File: src/rtl/scsi_init_defines.svh
`ifndef SCSI_INIT_DEFINES_SVH
`define SCSI_INIT_DEFINES_SVH

// Clock period of clk in ns (100 MHz)
`define SI_CLK_PERIOD_NS   10
// Bus reset hold time, least, in ns
`define SI_RST_HOLD_NS     25000
// Arbitration settle time, least, in ns
`define SI_ARB_DELAY_NS    2400
// Deskew and settle time for driven lines, least, in ns
`define SI_SETTLE_NS       400
// Selection timeout, longest, in ns
`define SI_SEL_TO_NS       250000

// Cycle counts: least times round up, the longest time rounds down
`define SI_RST_HOLD_CYC \
    ((`SI_RST_HOLD_NS + `SI_CLK_PERIOD_NS - 1) / `SI_CLK_PERIOD_NS)
`define SI_ARB_DELAY_CYC \
    ((`SI_ARB_DELAY_NS + `SI_CLK_PERIOD_NS - 1) / `SI_CLK_PERIOD_NS)
`define SI_SETTLE_CYC \
    ((`SI_SETTLE_NS + `SI_CLK_PERIOD_NS - 1) / `SI_CLK_PERIOD_NS)
`define SI_SEL_TO_CYC      (`SI_SEL_TO_NS / `SI_CLK_PERIOD_NS)

// Depth and width of the outbound byte buffer
`define SI_TX_DEPTH        8
`define SI_BYTE_W          8

`endif

File: src/rtl/scsi_init_pkg.sv
package scsi_init_pkg;

    // Bus identifier, one of eight data line positions
    typedef logic [2:0] id_t;

    // One byte on the data lines
    typedef logic [7:0] byte_t;

    // Bus phase as the target drives it
    typedef struct packed {
        logic msg;
        logic cd;
        logic io;
    } phase_t;

    // Initiator sequencer states
    typedef enum logic [3:0] {
        ST_IDLE,
        ST_FREE,
        ST_ARB,
        ST_SEL,
        ST_SEL_WAIT,
        ST_RESEL,
        ST_CONN,
        ST_IN_PUSH,
        ST_IN_ACK,
        ST_OUT_SETUP,
        ST_OUT_ACK,
        ST_RESET
    } state_t;

endpackage

File: src/rtl/fifo_if.sv
`timescale 1ns/10ps

// Valid/ready byte stream between the initiator's own modules
interface fifo_if #(
    parameter int W = 8
);
    logic         valid;   // Word offered
    logic         ready;   // Word can be taken
    logic [W-1:0] data;    // Offered word

    modport src (output valid, output data, input ready);
    modport snk (input valid, input data, output ready);
endinterface

File: src/rtl/byte_fifo.sv
`timescale 1ns/10ps

// Flop based FIFO; DEPTH must be a power of two so pointers wrap cleanly
module byte_fifo #(
    parameter int W     = 8,
    parameter int DEPTH = 8
) (
    input wire logic clk,
    input wire logic rst,
    fifo_if.snk      wr,
    fifo_if.src      rd
);
    localparam int AW = $clog2(DEPTH);
    localparam logic [AW:0] FULL = (AW+1)'(DEPTH);

    logic [W-1:0]  mem_ff [DEPTH];   // Storage, indexed by pointer
    logic [AW-1:0] wp_ff;            // Write pointer
    logic [AW-1:0] rp_ff;            // Read pointer
    logic [AW:0]   cnt_ff;           // Words held
    logic          push;
    logic          pop;

    // Full and empty come straight from the count, so they never lie
    assign wr.ready = (cnt_ff != FULL);
    assign rd.valid = (cnt_ff != '0);
    assign rd.data  = mem_ff[rp_ff];
    assign push     = wr.valid & wr.ready;
    assign pop      = rd.valid & rd.ready;

    // Storage needs no reset; only counted words are ever read
    always_ff @(posedge clk)
    begin
        if (push)
        begin
            mem_ff[wp_ff] <= wr.data;
        end
    end

    // Pointers and count
    always_ff @(posedge clk or posedge rst)
    begin
        if (rst)
        begin
            wp_ff  <= '0;
            rp_ff  <= '0;
            cnt_ff <= '0;
        end
        else
        begin
            if (push)
            begin
                wp_ff <= wp_ff + 1'b1;
            end
            if (pop)
            begin
                rp_ff <= rp_ff + 1'b1;
            end
            cnt_ff <= cnt_ff + {{AW{1'b0}}, push} - {{AW{1'b0}}, pop};
        end
    end
endmodule

File: src/rtl/scsi_initiator.sv
// Function
// - Bus reset line stops everything, returns idle
// - Busy is wired-OR; asserted means occupied
// - Target drives control/data for control bytes
// - Target drives in/out for transfer direction
// - In/out tells selection from reselection
// - Target requests each byte separately
// - Target drops request only after acknowledge
// - Message line plus in/out gives message phase
// - Eight data lines plus odd parity line
// - Line 7 has highest arbitration priority
// - Parity ignored during arbitration
`timescale 1ns/10ps
`include "scsi_init_defines.svh"

module scsi_initiator #(
    parameter int SEL_TO_CYC = `SI_SEL_TO_CYC,
    parameter int TX_DEPTH   = `SI_TX_DEPTH
) (
    input  wire logic                 clk,
    input  wire logic                 rst,
    input  wire scsi_init_pkg::id_t   own_id,
    input  wire logic                 parity_en,
    input  wire logic                 sel_start,
    input  wire scsi_init_pkg::id_t   target_id,
    input  wire logic                 bus_reset_req,
    input  wire logic                 atn_req,
    input  wire logic                 tx_valid,
    output wire logic                 tx_ready,
    input  wire scsi_init_pkg::byte_t tx_data,
    output wire logic                 rx_valid,
    input  wire logic                 rx_ready,
    output wire scsi_init_pkg::byte_t rx_data,
    output wire logic                 busy,
    output wire logic                 connected,
    output wire scsi_init_pkg::phase_t phase,
    output wire logic                 sel_done,
    output wire logic                 sel_fail,
    output wire logic                 resel,
    output wire scsi_init_pkg::id_t   resel_id,
    output wire logic                 bus_free,
    output wire logic                 parity_err,
    input  wire logic [7:0]           db_n_i,
    output wire logic [7:0]           db_n_o,
    output wire logic [7:0]           db_oe,
    input  wire logic                 dbp_n_i,
    output wire logic                 dbp_n_o,
    output wire logic                 dbp_oe,
    input  wire logic                 bsy_n_i,
    output wire logic                 bsy_n_o,
    output wire logic                 bsy_oe,
    input  wire logic                 sel_n_i,
    output wire logic                 sel_n_o,
    output wire logic                 sel_oe,
    input  wire logic                 rst_n_i,
    output wire logic                 rst_n_o,
    output wire logic                 rst_oe,
    output wire logic                 atn_n_o,
    output wire logic                 ack_n_o,
    input  wire logic                 msg_n_i,
    input  wire logic                 cd_n_i,
    input  wire logic                 io_n_i,
    input  wire logic                 req_n_i
);
    import scsi_init_pkg::*;

    localparam logic [15:0] RST_CYC  = 16'(`SI_RST_HOLD_CYC);
    localparam logic [15:0] ARB_CYC  = 16'(`SI_ARB_DELAY_CYC);
    localparam logic [15:0] SET_CYC  = 16'(`SI_SETTLE_CYC);
    localparam logic [15:0] SELTO    = 16'(SEL_TO_CYC);

    state_t      state_ff;         // Sequencer state
    logic [15:0] timer_ff;         // Cycles spent in the current state
    logic [15:0] meta_ff;          // First synchroniser stage
    logic [15:0] sync_ff;          // Second synchroniser stage
    byte_t       rx_data_ff;       // Captured inbound byte
    byte_t       db_out_ff;        // Byte value driven to the lines
    logic [7:0]  db_oe_ff;         // Per line drive enables
    logic        dbp_oe_ff;        // Parity line drive enable
    logic        bsy_oe_ff;        // Our busy drive
    logic        sel_oe_ff;        // Our select drive
    logic        rst_oe_ff;        // Our reset drive
    logic        atn_ff;           // Attention condition
    logic        ack_ff;           // Acknowledge asserted
    logic        par_err_ff;       // Sticky parity error
    logic        sel_done_ff;      // Selection won pulse
    logic        sel_fail_ff;      // Selection lost or timed out pulse
    logic        resel_ff;         // Reselection accepted pulse
    id_t         resel_id_ff;      // Reselecting target
    logic        free_ff;          // Bus went free pulse
    phase_t      phase_ff;         // Latched phase of last request
    logic        timer_clr;        // Restart timer on state change

    // Decoded synchronised lines, active high inside the block
    byte_t  s_db;
    logic   s_dbp, s_bsy, s_sel, s_rst, s_msg, s_cd, s_io, s_req;
    byte_t  hi_mask;
    byte_t  s_resel_bits;
    logic   par_ok;
    phase_t s_phase;

    // Pins are active low; invert once here and nowhere else
    assign {s_rst, s_bsy, s_sel, s_msg, s_cd, s_io, s_req, s_dbp} =
        ~sync_ff[15:8];
    assign s_db    = ~sync_ff[7:0];
    assign s_phase = '{msg: s_msg, cd: s_cd, io: s_io};
    // Lines above our own ID outrank us; line 7 is the highest
    assign hi_mask = ~(8'hFF >> (3'd7 - own_id));
    // Odd parity over the nine lines
    assign par_ok  = ^{s_db, s_dbp};
    assign s_resel_bits = s_db & ~(8'h01 << own_id);

    // Every pin and status output but tx_ready
    assign db_n_o    = ~db_out_ff;
    assign db_oe     = db_oe_ff;
    assign dbp_n_o   = ^db_out_ff;
    assign dbp_oe    = dbp_oe_ff;
    assign bsy_n_o   = 1'b0;        // Open collector: only pull low
    assign bsy_oe    = bsy_oe_ff;
    assign sel_n_o   = 1'b0;
    assign sel_oe    = sel_oe_ff;
    assign rst_n_o   = 1'b0;
    assign rst_oe    = rst_oe_ff;
    assign atn_n_o   = ~atn_ff;
    assign ack_n_o   = ~ack_ff;
    assign rx_data   = rx_data_ff;
    assign rx_valid  = (state_ff == ST_IN_PUSH);
    assign busy      = (state_ff != ST_IDLE);
    assign connected = (state_ff >= ST_RESEL) && (state_ff != ST_RESET);
    assign phase     = phase_ff;
    assign sel_done  = sel_done_ff;
    assign sel_fail  = sel_fail_ff;
    assign resel     = resel_ff;
    assign resel_id  = resel_id_ff;
    assign bus_free  = free_ff;
    assign parity_err = par_err_ff;

    // Outbound bytes pass an 8 word buffer; a full buffer stalls the user
    fifo_if #(.W(`SI_BYTE_W)) tx_w ();
    fifo_if #(.W(`SI_BYTE_W)) tx_r ();
    assign tx_w.valid = tx_valid;
    assign tx_w.data  = tx_data;
    assign tx_ready   = tx_w.ready;
    assign tx_r.ready = (state_ff == ST_CONN) && s_req && !s_io && s_bsy;

    byte_fifo #(.W(`SI_BYTE_W), .DEPTH(TX_DEPTH)) u_tx_fifo (
        .clk (clk),
        .rst (rst),
        .wr  (tx_w),
        .rd  (tx_r)
    );

    // Two stage synchroniser for every line from the cable
    always_ff @(posedge clk or posedge rst)
    begin
        if (rst)
        begin
            meta_ff <= 16'hFFFF;
            sync_ff <= 16'hFFFF;
        end
        else
        begin
            meta_ff <= {rst_n_i, bsy_n_i, sel_n_i, msg_n_i, cd_n_i, io_n_i,
                        req_n_i, dbp_n_i, db_n_i};
            sync_ff <= meta_ff;
        end
    end

    // Attention follows the user request, dropped while the bus resets
    always_ff @(posedge clk or posedge rst)
    begin
        if (rst)
        begin
            atn_ff <= 1'b0;
        end
        else
        begin
            atn_ff <= atn_req && !s_rst && !rst_oe_ff;
        end
    end

    // State timer; it clears one cycle after a move, so every compare
    // also waits for timer_clr to fall rather than read a stale count
    always_ff @(posedge clk or posedge rst)
    begin
        if (rst)
        begin
            timer_ff <= 16'h0000;
        end
        else if (timer_clr)
        begin
            timer_ff <= 16'h0000;
        end
        else if (timer_ff != 16'hFFFF)
        begin
            timer_ff <= timer_ff + 16'h0001;
        end
    end

    // Sequencer and all bus drives but attention
    always_ff @(posedge clk or posedge rst)
    begin
        if (rst)
        begin
            state_ff    <= ST_IDLE;
            timer_clr   <= 1'b1;
            db_out_ff   <= 8'h00;
            db_oe_ff    <= 8'h00;
            dbp_oe_ff   <= 1'b0;
            bsy_oe_ff   <= 1'b0;
            sel_oe_ff   <= 1'b0;
            rst_oe_ff   <= 1'b0;
            ack_ff      <= 1'b0;
            rx_data_ff  <= 8'h00;
            par_err_ff  <= 1'b0;
            sel_done_ff <= 1'b0;
            sel_fail_ff <= 1'b0;
            resel_ff    <= 1'b0;
            resel_id_ff <= 3'h0;
            free_ff     <= 1'b0;
            phase_ff    <= '0;
        end
        else
        begin
            timer_clr   <= 1'b0;
            sel_done_ff <= 1'b0;
            sel_fail_ff <= 1'b0;
            resel_ff    <= 1'b0;
            free_ff     <= 1'b0;
            if (s_rst && state_ff != ST_RESET)
            begin
                // Someone resets the bus: drop every drive at once
                state_ff  <= ST_IDLE;
                timer_clr <= 1'b1;
                db_oe_ff  <= 8'h00;
                dbp_oe_ff <= 1'b0;
                bsy_oe_ff <= 1'b0;
                sel_oe_ff <= 1'b0;
                ack_ff    <= 1'b0;
            end
            else
            begin
                case (state_ff)
                    ST_IDLE:
                    begin
                        if (bus_reset_req)
                        begin
                            rst_oe_ff <= 1'b1;
                            state_ff  <= ST_RESET;
                            timer_clr <= 1'b1;
                        end
                        else if (s_sel && s_io && !s_bsy &&
                                 s_db[own_id] && s_resel_bits != 8'h00)
                        begin
                            // In/out set with select: a reselection
                            bsy_oe_ff <= 1'b1;
                            for (int i = 0; i < 8; i++)
                            begin
                                if (s_resel_bits[i])
                                begin
                                    resel_id_ff <= 3'(i);
                                end
                            end
                            state_ff <= ST_RESEL;
                        end
                        else if (sel_start)
                        begin
                            par_err_ff <= 1'b0;
                            state_ff   <= ST_FREE;
                            timer_clr  <= 1'b1;
                        end
                    end
                    ST_FREE:
                    begin
                        // Busy or select seen restarts the free wait
                        if (s_bsy || s_sel)
                        begin
                            timer_clr <= 1'b1;
                        end
                        else if (!timer_clr && timer_ff >= SET_CYC)
                        begin
                            bsy_oe_ff <= 1'b1;
                            db_out_ff <= 8'h01 << own_id;
                            db_oe_ff  <= 8'h01 << own_id;
                            dbp_oe_ff <= 1'b0;
                            state_ff  <= ST_ARB;
                            timer_clr <= 1'b1;
                        end
                    end
                    ST_ARB:
                    begin
                        // Parity line is not looked at here
                        if (!timer_clr && timer_ff >= ARB_CYC)
                        begin
                            timer_clr <= 1'b1;
                            if ((s_db & hi_mask) != 8'h00 || s_sel)
                            begin
                                bsy_oe_ff   <= 1'b0;
                                db_oe_ff    <= 8'h00;
                                sel_fail_ff <= 1'b1;
                                state_ff    <= ST_IDLE;
                            end
                            else
                            begin
                                sel_oe_ff <= 1'b1;
                                state_ff  <= ST_SEL;
                            end
                        end
                    end
                    ST_SEL:
                    begin
                        // Put both ID bits up, then let our busy go
                        db_out_ff <= (8'h01 << own_id) | (8'h01 << target_id);
                        db_oe_ff  <= 8'hFF;
                        dbp_oe_ff <= 1'b1;
                        if (!timer_clr && timer_ff >= SET_CYC)
                        begin
                            bsy_oe_ff <= 1'b0;
                            state_ff  <= ST_SEL_WAIT;
                            timer_clr <= 1'b1;
                        end
                    end
                    ST_SEL_WAIT:
                    begin
                        // Wait out our own busy echo before trusting it
                        if (!timer_clr && timer_ff >= SET_CYC && s_bsy)
                        begin
                            sel_oe_ff   <= 1'b0;
                            db_oe_ff    <= 8'h00;
                            dbp_oe_ff   <= 1'b0;
                            sel_done_ff <= 1'b1;
                            state_ff    <= ST_CONN;
                        end
                        else if (!timer_clr && timer_ff >= SELTO)
                        begin
                            sel_oe_ff   <= 1'b0;
                            db_oe_ff    <= 8'h00;
                            dbp_oe_ff   <= 1'b0;
                            sel_fail_ff <= 1'b1;
                            state_ff    <= ST_IDLE;
                        end
                    end
                    ST_RESEL:
                    begin
                        // Target holds busy and drops select: hand over
                        if (!s_sel)
                        begin
                            bsy_oe_ff <= 1'b0;
                            resel_ff  <= 1'b1;
                            state_ff  <= ST_CONN;
                        end
                    end
                    ST_CONN:
                    begin
                        if (!s_bsy)
                        begin
                            free_ff  <= 1'b1;
                            state_ff <= ST_IDLE;
                        end
                        else if (s_req && s_io)
                        begin
                            // One request carries one inbound byte
                            phase_ff   <= s_phase;
                            rx_data_ff <= s_db;
                            if (parity_en && !par_ok)
                            begin
                                par_err_ff <= 1'b1;
                            end
                            state_ff <= ST_IN_PUSH;
                        end
                        else if (s_req && tx_r.valid)
                        begin
                            phase_ff  <= s_phase;
                            db_out_ff <= tx_r.data;
                            db_oe_ff  <= 8'hFF;
                            dbp_oe_ff <= 1'b1;
                            state_ff  <= ST_OUT_SETUP;
                            timer_clr <= 1'b1;
                        end
                    end
                    ST_IN_PUSH:
                    begin
                        // Byte is only acknowledged once the user took it
                        if (rx_ready)
                        begin
                            ack_ff   <= 1'b1;
                            state_ff <= ST_IN_ACK;
                        end
                    end
                    ST_OUT_SETUP:
                    begin
                        // Data must settle on the cable before acknowledge
                        if (!timer_clr && timer_ff >= SET_CYC)
                        begin
                            ack_ff   <= 1'b1;
                            state_ff <= ST_OUT_ACK;
                        end
                    end
                    ST_IN_ACK,
                    ST_OUT_ACK:
                    begin
                        // Target drops request only after our acknowledge
                        if (!s_req)
                        begin
                            ack_ff    <= 1'b0;
                            db_oe_ff  <= 8'h00;
                            dbp_oe_ff <= 1'b0;
                            state_ff  <= ST_CONN;
                        end
                    end
                    ST_RESET:
                    begin
                        if (!timer_clr && timer_ff >= RST_CYC)
                        begin
                            rst_oe_ff <= 1'b0;
                            state_ff  <= ST_IDLE;
                        end
                    end
                    default:
                    begin
                        state_ff <= ST_IDLE;
                    end
                endcase
            end
        end
    end
endmodule

File: config.mk
export PLATFORM = sky130hd
export DESIGN_NAME = scsi_initiator
export DESIGN_NICKNAME = d
export VERILOG_FILES = /design/src/rtl/scsi_init_pkg.sv /design/src/rtl/fifo_if.sv /design/src/rtl/byte_fifo.sv /design/src/rtl/scsi_initiator.sv
export VERILOG_INCLUDE_DIRS = /design/src /design/src/rtl
export SDC_FILE = /design/constraint.sdc
export NUM_CORES = 1
export LEC_CHECK = 0
export BUFFER_PORTS_ARGS = -buffer_cell sky130_fd_sc_hd__buf_2
export CORE_ASPECT_RATIO = 1.1
export CORE_MARGIN = 4
export CORE_UTILIZATION = 25
export DETAILED_ROUTE_END_ITERATION = 7
export PLACE_DENSITY_LB_ADDON = 0.1
export SLEW_MARGIN = 20
export SYNTH_ARGS = -nofsm -noshare
export SYNTH_HDL_FRONTEND = slang
export SYNTH_SLANG_ARGS = --single-unit
File: constraint.sdc
create_clock -name clk -period 8.3 [get_ports clk]
set_input_delay 1.66 -clock clk [delete_from_list [all_inputs] [get_ports clk]]
set_output_delay 1.66 -clock clk [all_outputs]
set_load 0.005 [all_outputs]
Word level (Yosys, flattened, before mapping)
Memories as Yosys holds them, arrays and structs flattened.
Cells that the tools add are included.
- register bits: 104
- RAM bits: 64
- input port bits: 38
- logic and storage cells: 272
- memories: 1
- memory list (memory ; words ; width ; read ports ; clocked after memory_dff ; write ports ; line ; RTL):
    u_tx_fifo.mem_ff ; 8 ; 8 ; 1 ; 0 ; 1 ; byte_fifo.sv:16 ; logic [W-1:0] mem_ff [DEPTH];
- add/subtract/negate cells: 6
- order comparisons: 6
- equal/unequal tests: 45
- shift-type cells: 3
- mux-type cells: 114
- bitwise gates (word level): 14
- reduce and logical (&&, ||, !) cells: 57
- operators by type and width (kind ; count):
    $mux 8 ; 14
    $mux 4 ; 18
    $mux 1 ; 57
    $pmux 8 s6 ; 1
    $pmux 4 s11 ; 1
    $not 8->8 ; 5
    $ne 3x3->1 const B ; 13
    $mux 16 ; 2
    $mux 3 ; 10
    $pmux 8 s3 ; 1
    $reduce_and 4->1 ; 5
    $logic_and 1x1->1 ; 19
    $ne 2x2->1 const B ; 9
    $add 16x1->16 const B ; 1
    $and 8x8->8 ; 2
    $eq 4x3->1 const B ; 4
    $eq 4x4->1 const B ; 4
    $ge 16x12->1 const B ; 1
    $ge 16x15->1 const B ; 1
    $ge 16x6->1 const B ; 1
    $ge 16x8->1 const B ; 1
    $ne 16x16->1 const B ; 1
    $reduce_and 8->1 ; 2
    $reduce_bool 8->1 ; 2
    other kinds (40) ; 70

Depth between registers and ports, before layout
- word-level depth: 11
- mapped depth: 11
- gate-level depth less buffers: 11

By module
Synthesis repeated with hierarchy kept, for this count alone.
- cell total of the unflattened synthesis: 673
- area, all modules: 8041.5 µm²
- modules (own cells, without submodules) (module ; instances ; cells each ; area an instance (µm²) ; sequential area each (µm²)):
    scsi_initiator ; 1 ; 524 ; 4981.0 ; 2393.5
    byte_fifo ; 1 ; 149 ; 3060.4 ; 2172.1

Worst setup path after synthesis
OpenSTA, ideal clock, no wires.
- path type: input-to-reg
- start point: in own_id[1]
- end point: reg state_ff[3]
- setup time: 128 ps
- arrival time: 3118 ps
- setup slack: 5054 ps
- cell stages on the path: 7
- cell sequence: buf_2 > or2b_2 > o21ai_0 > and4_1 > o21ai_1 > nand4_2 > mux2_1
- cells in the longest elaborated chain, start to end: 9
- elaborated cells between the ends (all ways): 14
- RTL lines (item ; line ; RTL):
    start, declared ; scsi_initiator.sv:22 ; input wire scsi_init_pkg::id_t own_id,
    $shl 1x3->8 ; scsi_initiator.sv:111 ; assign s_resel_bits = s_db & ~(8'h01 << own_id);
    $not 8->8 ; scsi_initiator.sv:111 ;
    $and 8x8->8 ; scsi_initiator.sv:111 ;
    $reduce_bool 8->1 (no line) ; - ;
    $logic_and 1x1->1 (*) ; scsi_initiator.sv:253 ; s_db[own_id] && s_resel_bits != 8'h00)
    $mux 4 ; scsi_initiator.sv:252 ; else if (s_sel && s_io && !s_bsy &&
    $mux 4 ; scsi_initiator.sv:246 ; if (bus_reset_req)
    $pmux 4 s11 ; scsi_initiator.sv:243 ; case (state_ff)
    $mux 4 ; scsi_initiator.sv:230 ; if (s_rst && state_ff != ST_RESET)
    end signal, assigned ; scsi_initiator.sv:233 ; state_ff <= ST_IDLE;
    end signal, assigned ; scsi_initiator.sv:249 ; state_ff <= ST_RESET;
    end signal, assigned ; scsi_initiator.sv:264 ; state_ff <= ST_RESEL;
    end, declared ; scsi_initiator.sv:72 ; state_t state_ff;
Every way passes the cells marked *; elsewhere a longest branch is shown, timed or not. The select of a mux whose other input is x is not followed.
A chain may end at the register's enable or synchronous reset.

Worst setup path after layout
- start point: reg state_ff[0]
- end point: out rx_valid
- cells in the longest elaborated chain, start to end: 1
- RTL lines (item ; line ; RTL):
    start signal, assigned ; scsi_initiator.sv:205 ; state_ff <= ST_IDLE;
    start signal, assigned ; scsi_initiator.sv:233 ;
    start signal, assigned ; scsi_initiator.sv:249 ;
    $eq 4x3->1 ; scsi_initiator.sv:127 ; assign rx_valid = (state_ff == ST_IN_PUSH);
    end, declared ; scsi_initiator.sv:31 ; output wire logic rx_valid,
Every way passes these cells.

==> results_dict.tcl <==
set metrics [dict create \
    synth_area_um2 8150 \
    drcViolationCount 0 \
    synth_flop_cell "dfrtp_1" \
    yosysTopAreaCellShare_pct 23.6 \
    rows 69 \
    grt_max_degree 56 \
    drive_above_1_share_pct 28.0 \
    yosys_register_bits 168 \
    port_buffers 83 \
    arrival_ns 2.16 \
    post_cts_buffers 0 \
    ff2ff_path_depth 5 \
    die_w_um 180 \
    outcome "complete, no violations" \
    total_power_w 0.00274 \
    insertion_delay_ns 0.44 \
    path_max_fanout 18 \
    dr.pass1.iters 5 \
    grt_pass1_vias 5620 \
    drt_iter0_drc 352 \
    fin_nets 793 \
    worstMarginPinSlew_ns 1.01 \
    synth-edff-count 64 \
    initial_core_util_pct 25.3 \
    ys_top_cells_by_area "edfxtp_1 24%, dfrtp_1 22%, dfstp_2 11%" \
    clockBufferDepth 2 \
    fillerInstances 3344 \
    vias 5444 \
    place.gp.congestion 0.850 \
    cts_made_buffers 17 \
    grt_overflow 0 \
    synth_commonest_cells "71 x dfrtp_1, 65 x nand2_1, 64 x edfxtp_1" \
    cts.repair.resized 0 \
    max-vdd-ir-drop_uv 155 \
    area_delta_synth_final_pct 16.5 \
    vias_per_cell 4.60 \
    cts_max_level 4 \
    relSlewSlack_pct 32.5 \
    post_dp_cell_area_um2 8890 \
    synth.avg_cell_area_um2 12.0 \
    ctsHoldBuffers 0 \
    place_hpwl_um 15500 \
    setup_viol 0 \
    antenna_cells 0 \
    endpoint_kind "primary output" \
    hold_violations 0 \
    totalWireLength_um 21700 \
    synth_cell_types 90 \
    die_h_um 197 \
    leakagePower_nw 3.75 \
    maxCapViolCount 0 \
    pwr_density_cell_nw_per_um2 289 \
    root_buffer "clkbuf_16" \
    num_io_pins 87 \
    syn_inst 676 \
    critPathKind "reg2out" \
    min_path_cells 0 \
    max_freq_ghz 0.262 \
    ys_seq_area_share_pct 56.1 \
    cts_tree "built" \
    critPathRequiredTime_ns 6.64 \
    final_max_slew_viol_count 0 \
    grt_pass1_wl_um 34000 \
    dieArea_um2 35500 \
    synth_async_sr_flop_share_pct 61.9 \
    ant_nets 0 \
    start_kind "flop" \
    fin_crit_sh_pct 46.1 \
    core_area_um2 32200 \
    synth.largest_area_cell "edfxtp_1" \
    grt_use_total_pct 12.4 \
    wl_per_cell_um 18.4 \
    yosysMostFrequentCell "dfrtp_1" \
    skew_ns 0.0104 \
    clk_pin_slew_ns 0.07 \
    yosys_warnings 0 \
    cts_sinks 168 \
    hp-class "reg2reg" \
    grt_setup_unrepaired "false" \
    post-route-min-period_ns 3.82 \
    tns_ns 0 \
    antenna_found_initial 0 \
    final_area_um2 9490 \
]
==> final timing paths <==
check,slack (ns),to,from
worst max-delay path,4.48,rx_valid,state_ff[0]
worst min-delay path,0.35,sync_ff[14],meta_ff[14]
worst max register to register,5.17,db_out_ff[3],state_ff[1]
worst min register to register,0.35,sync_ff[14],meta_ff[14]
max in group asynchronous,5.77,rx_data[0],rst
min in group asynchronous,1.31,atn_ff,rst
==> sequential cells by signal, summed over array words and instances, names as in the netlist, 3 cells and up <==
register / flops
db_out_ff: 8
state_ff: 4
timer_ff: 16
u_tx_fifo.rp_ff: 3
rx_data: 8
u_tx_fifo.wp_ff: 3
resel_id: 3
db_oe: 8
sync_ff: 16
u_tx_fifo.mem_ff: 64
u_tx_fifo.cnt_ff: 4
meta_ff: 16
phase: 3
==> cell type report <==
cell class                 instances  area [µm²]  share of cell area, %
clock buffer                      19         443                   4.67
timing repair buffer              85         430                   4.54
inverter                          39         149                   1.57
multi-input combinational        433        3210                   33.9
sequential                       168        4570                   48.1
tap                              426         533                   5.62
clock inverter                    13         155                   1.64
==> cells in the final DEF (no fill, tap or decap), types with 10 or more instances in the layout <==
cell type and n:
buf_2 83, dfrtp_1 71, nand2_1 65, edfxtp_1 64, nor2_1 50, inv_1 37
dfstp_2 33, o21ai_0 30, a21oi_1 29, xnor2_1 21, mux4_2 18, clkbuf_16 17
nand3_1 16, mux2i_1 12, a31oi_1 12, xor2_1 12, nand4_1 11, ha_1 10
==> where the power goes <==
| group | internal [W] | switching [W] |
|---|---|---|
| combinational | 0.000337 | 0.000420 |
| sequential | 0.00102 | 0.000139 |
| clock | 0.000460 | 0.000365 |
==> cells by family (layout without fill, tap and decap cells) <==
kind of cell	after synthesis	in the layout	share of synthesized area, %
other	1	3	0.0460
buffers and inverters	77	156	4.73
adders and majority gates	11	11	1.78
and+or+nand+nor	210	210	13.8
muxes	47	47	9.17
AOI/OAI and AO/OA	129	129	10.9
DFF	168	168	56.1
xor gates and xnor gates	33	33	3.55
==> per-layer routing <==
| layer | part of all wire, % | vias up | track usage (%) |
|---|---|---|---|
| met2 | 50 | 122 | 20.8 |
| met1 | 45 | 2717 | 16.0 |
| li1 | - | 2589 | - |
| met3 | 3.9 | 16 | 2.82 |
| met4 | 1.2 | 0 | 3.61 |
| met5 | 0 | - | 0 |
==> per-stage QoR <==
stage | hold slack [ns] | setup slack (ns) | util, % | cells
2_1_floorplan | 0.345 | 3.96 | - | 678
3_3_place_gp | 0.347 | 4.74 | 27.6 | 1151
3_5_place_dp | 0.347 | 4.67 | 27.6 | 1151
6_report | 0.347 | 4.48 | 29.5 | 1183
5_1_grt | 0.353 | 4.31 | 29.5 | 1183
4_1_cts | 0.350 | 4.50 | 29.5 | 1183
==> worst max-delay path, stage by stage, from the launching register on <==
cell and delay [ns]:
dfrtp_1 0.70, nor2b_1 0.51, nand3_1 0.26, inv_1 0.13, buf_2 0.12
No activity file was read; power rests on OpenSTA's default activity.
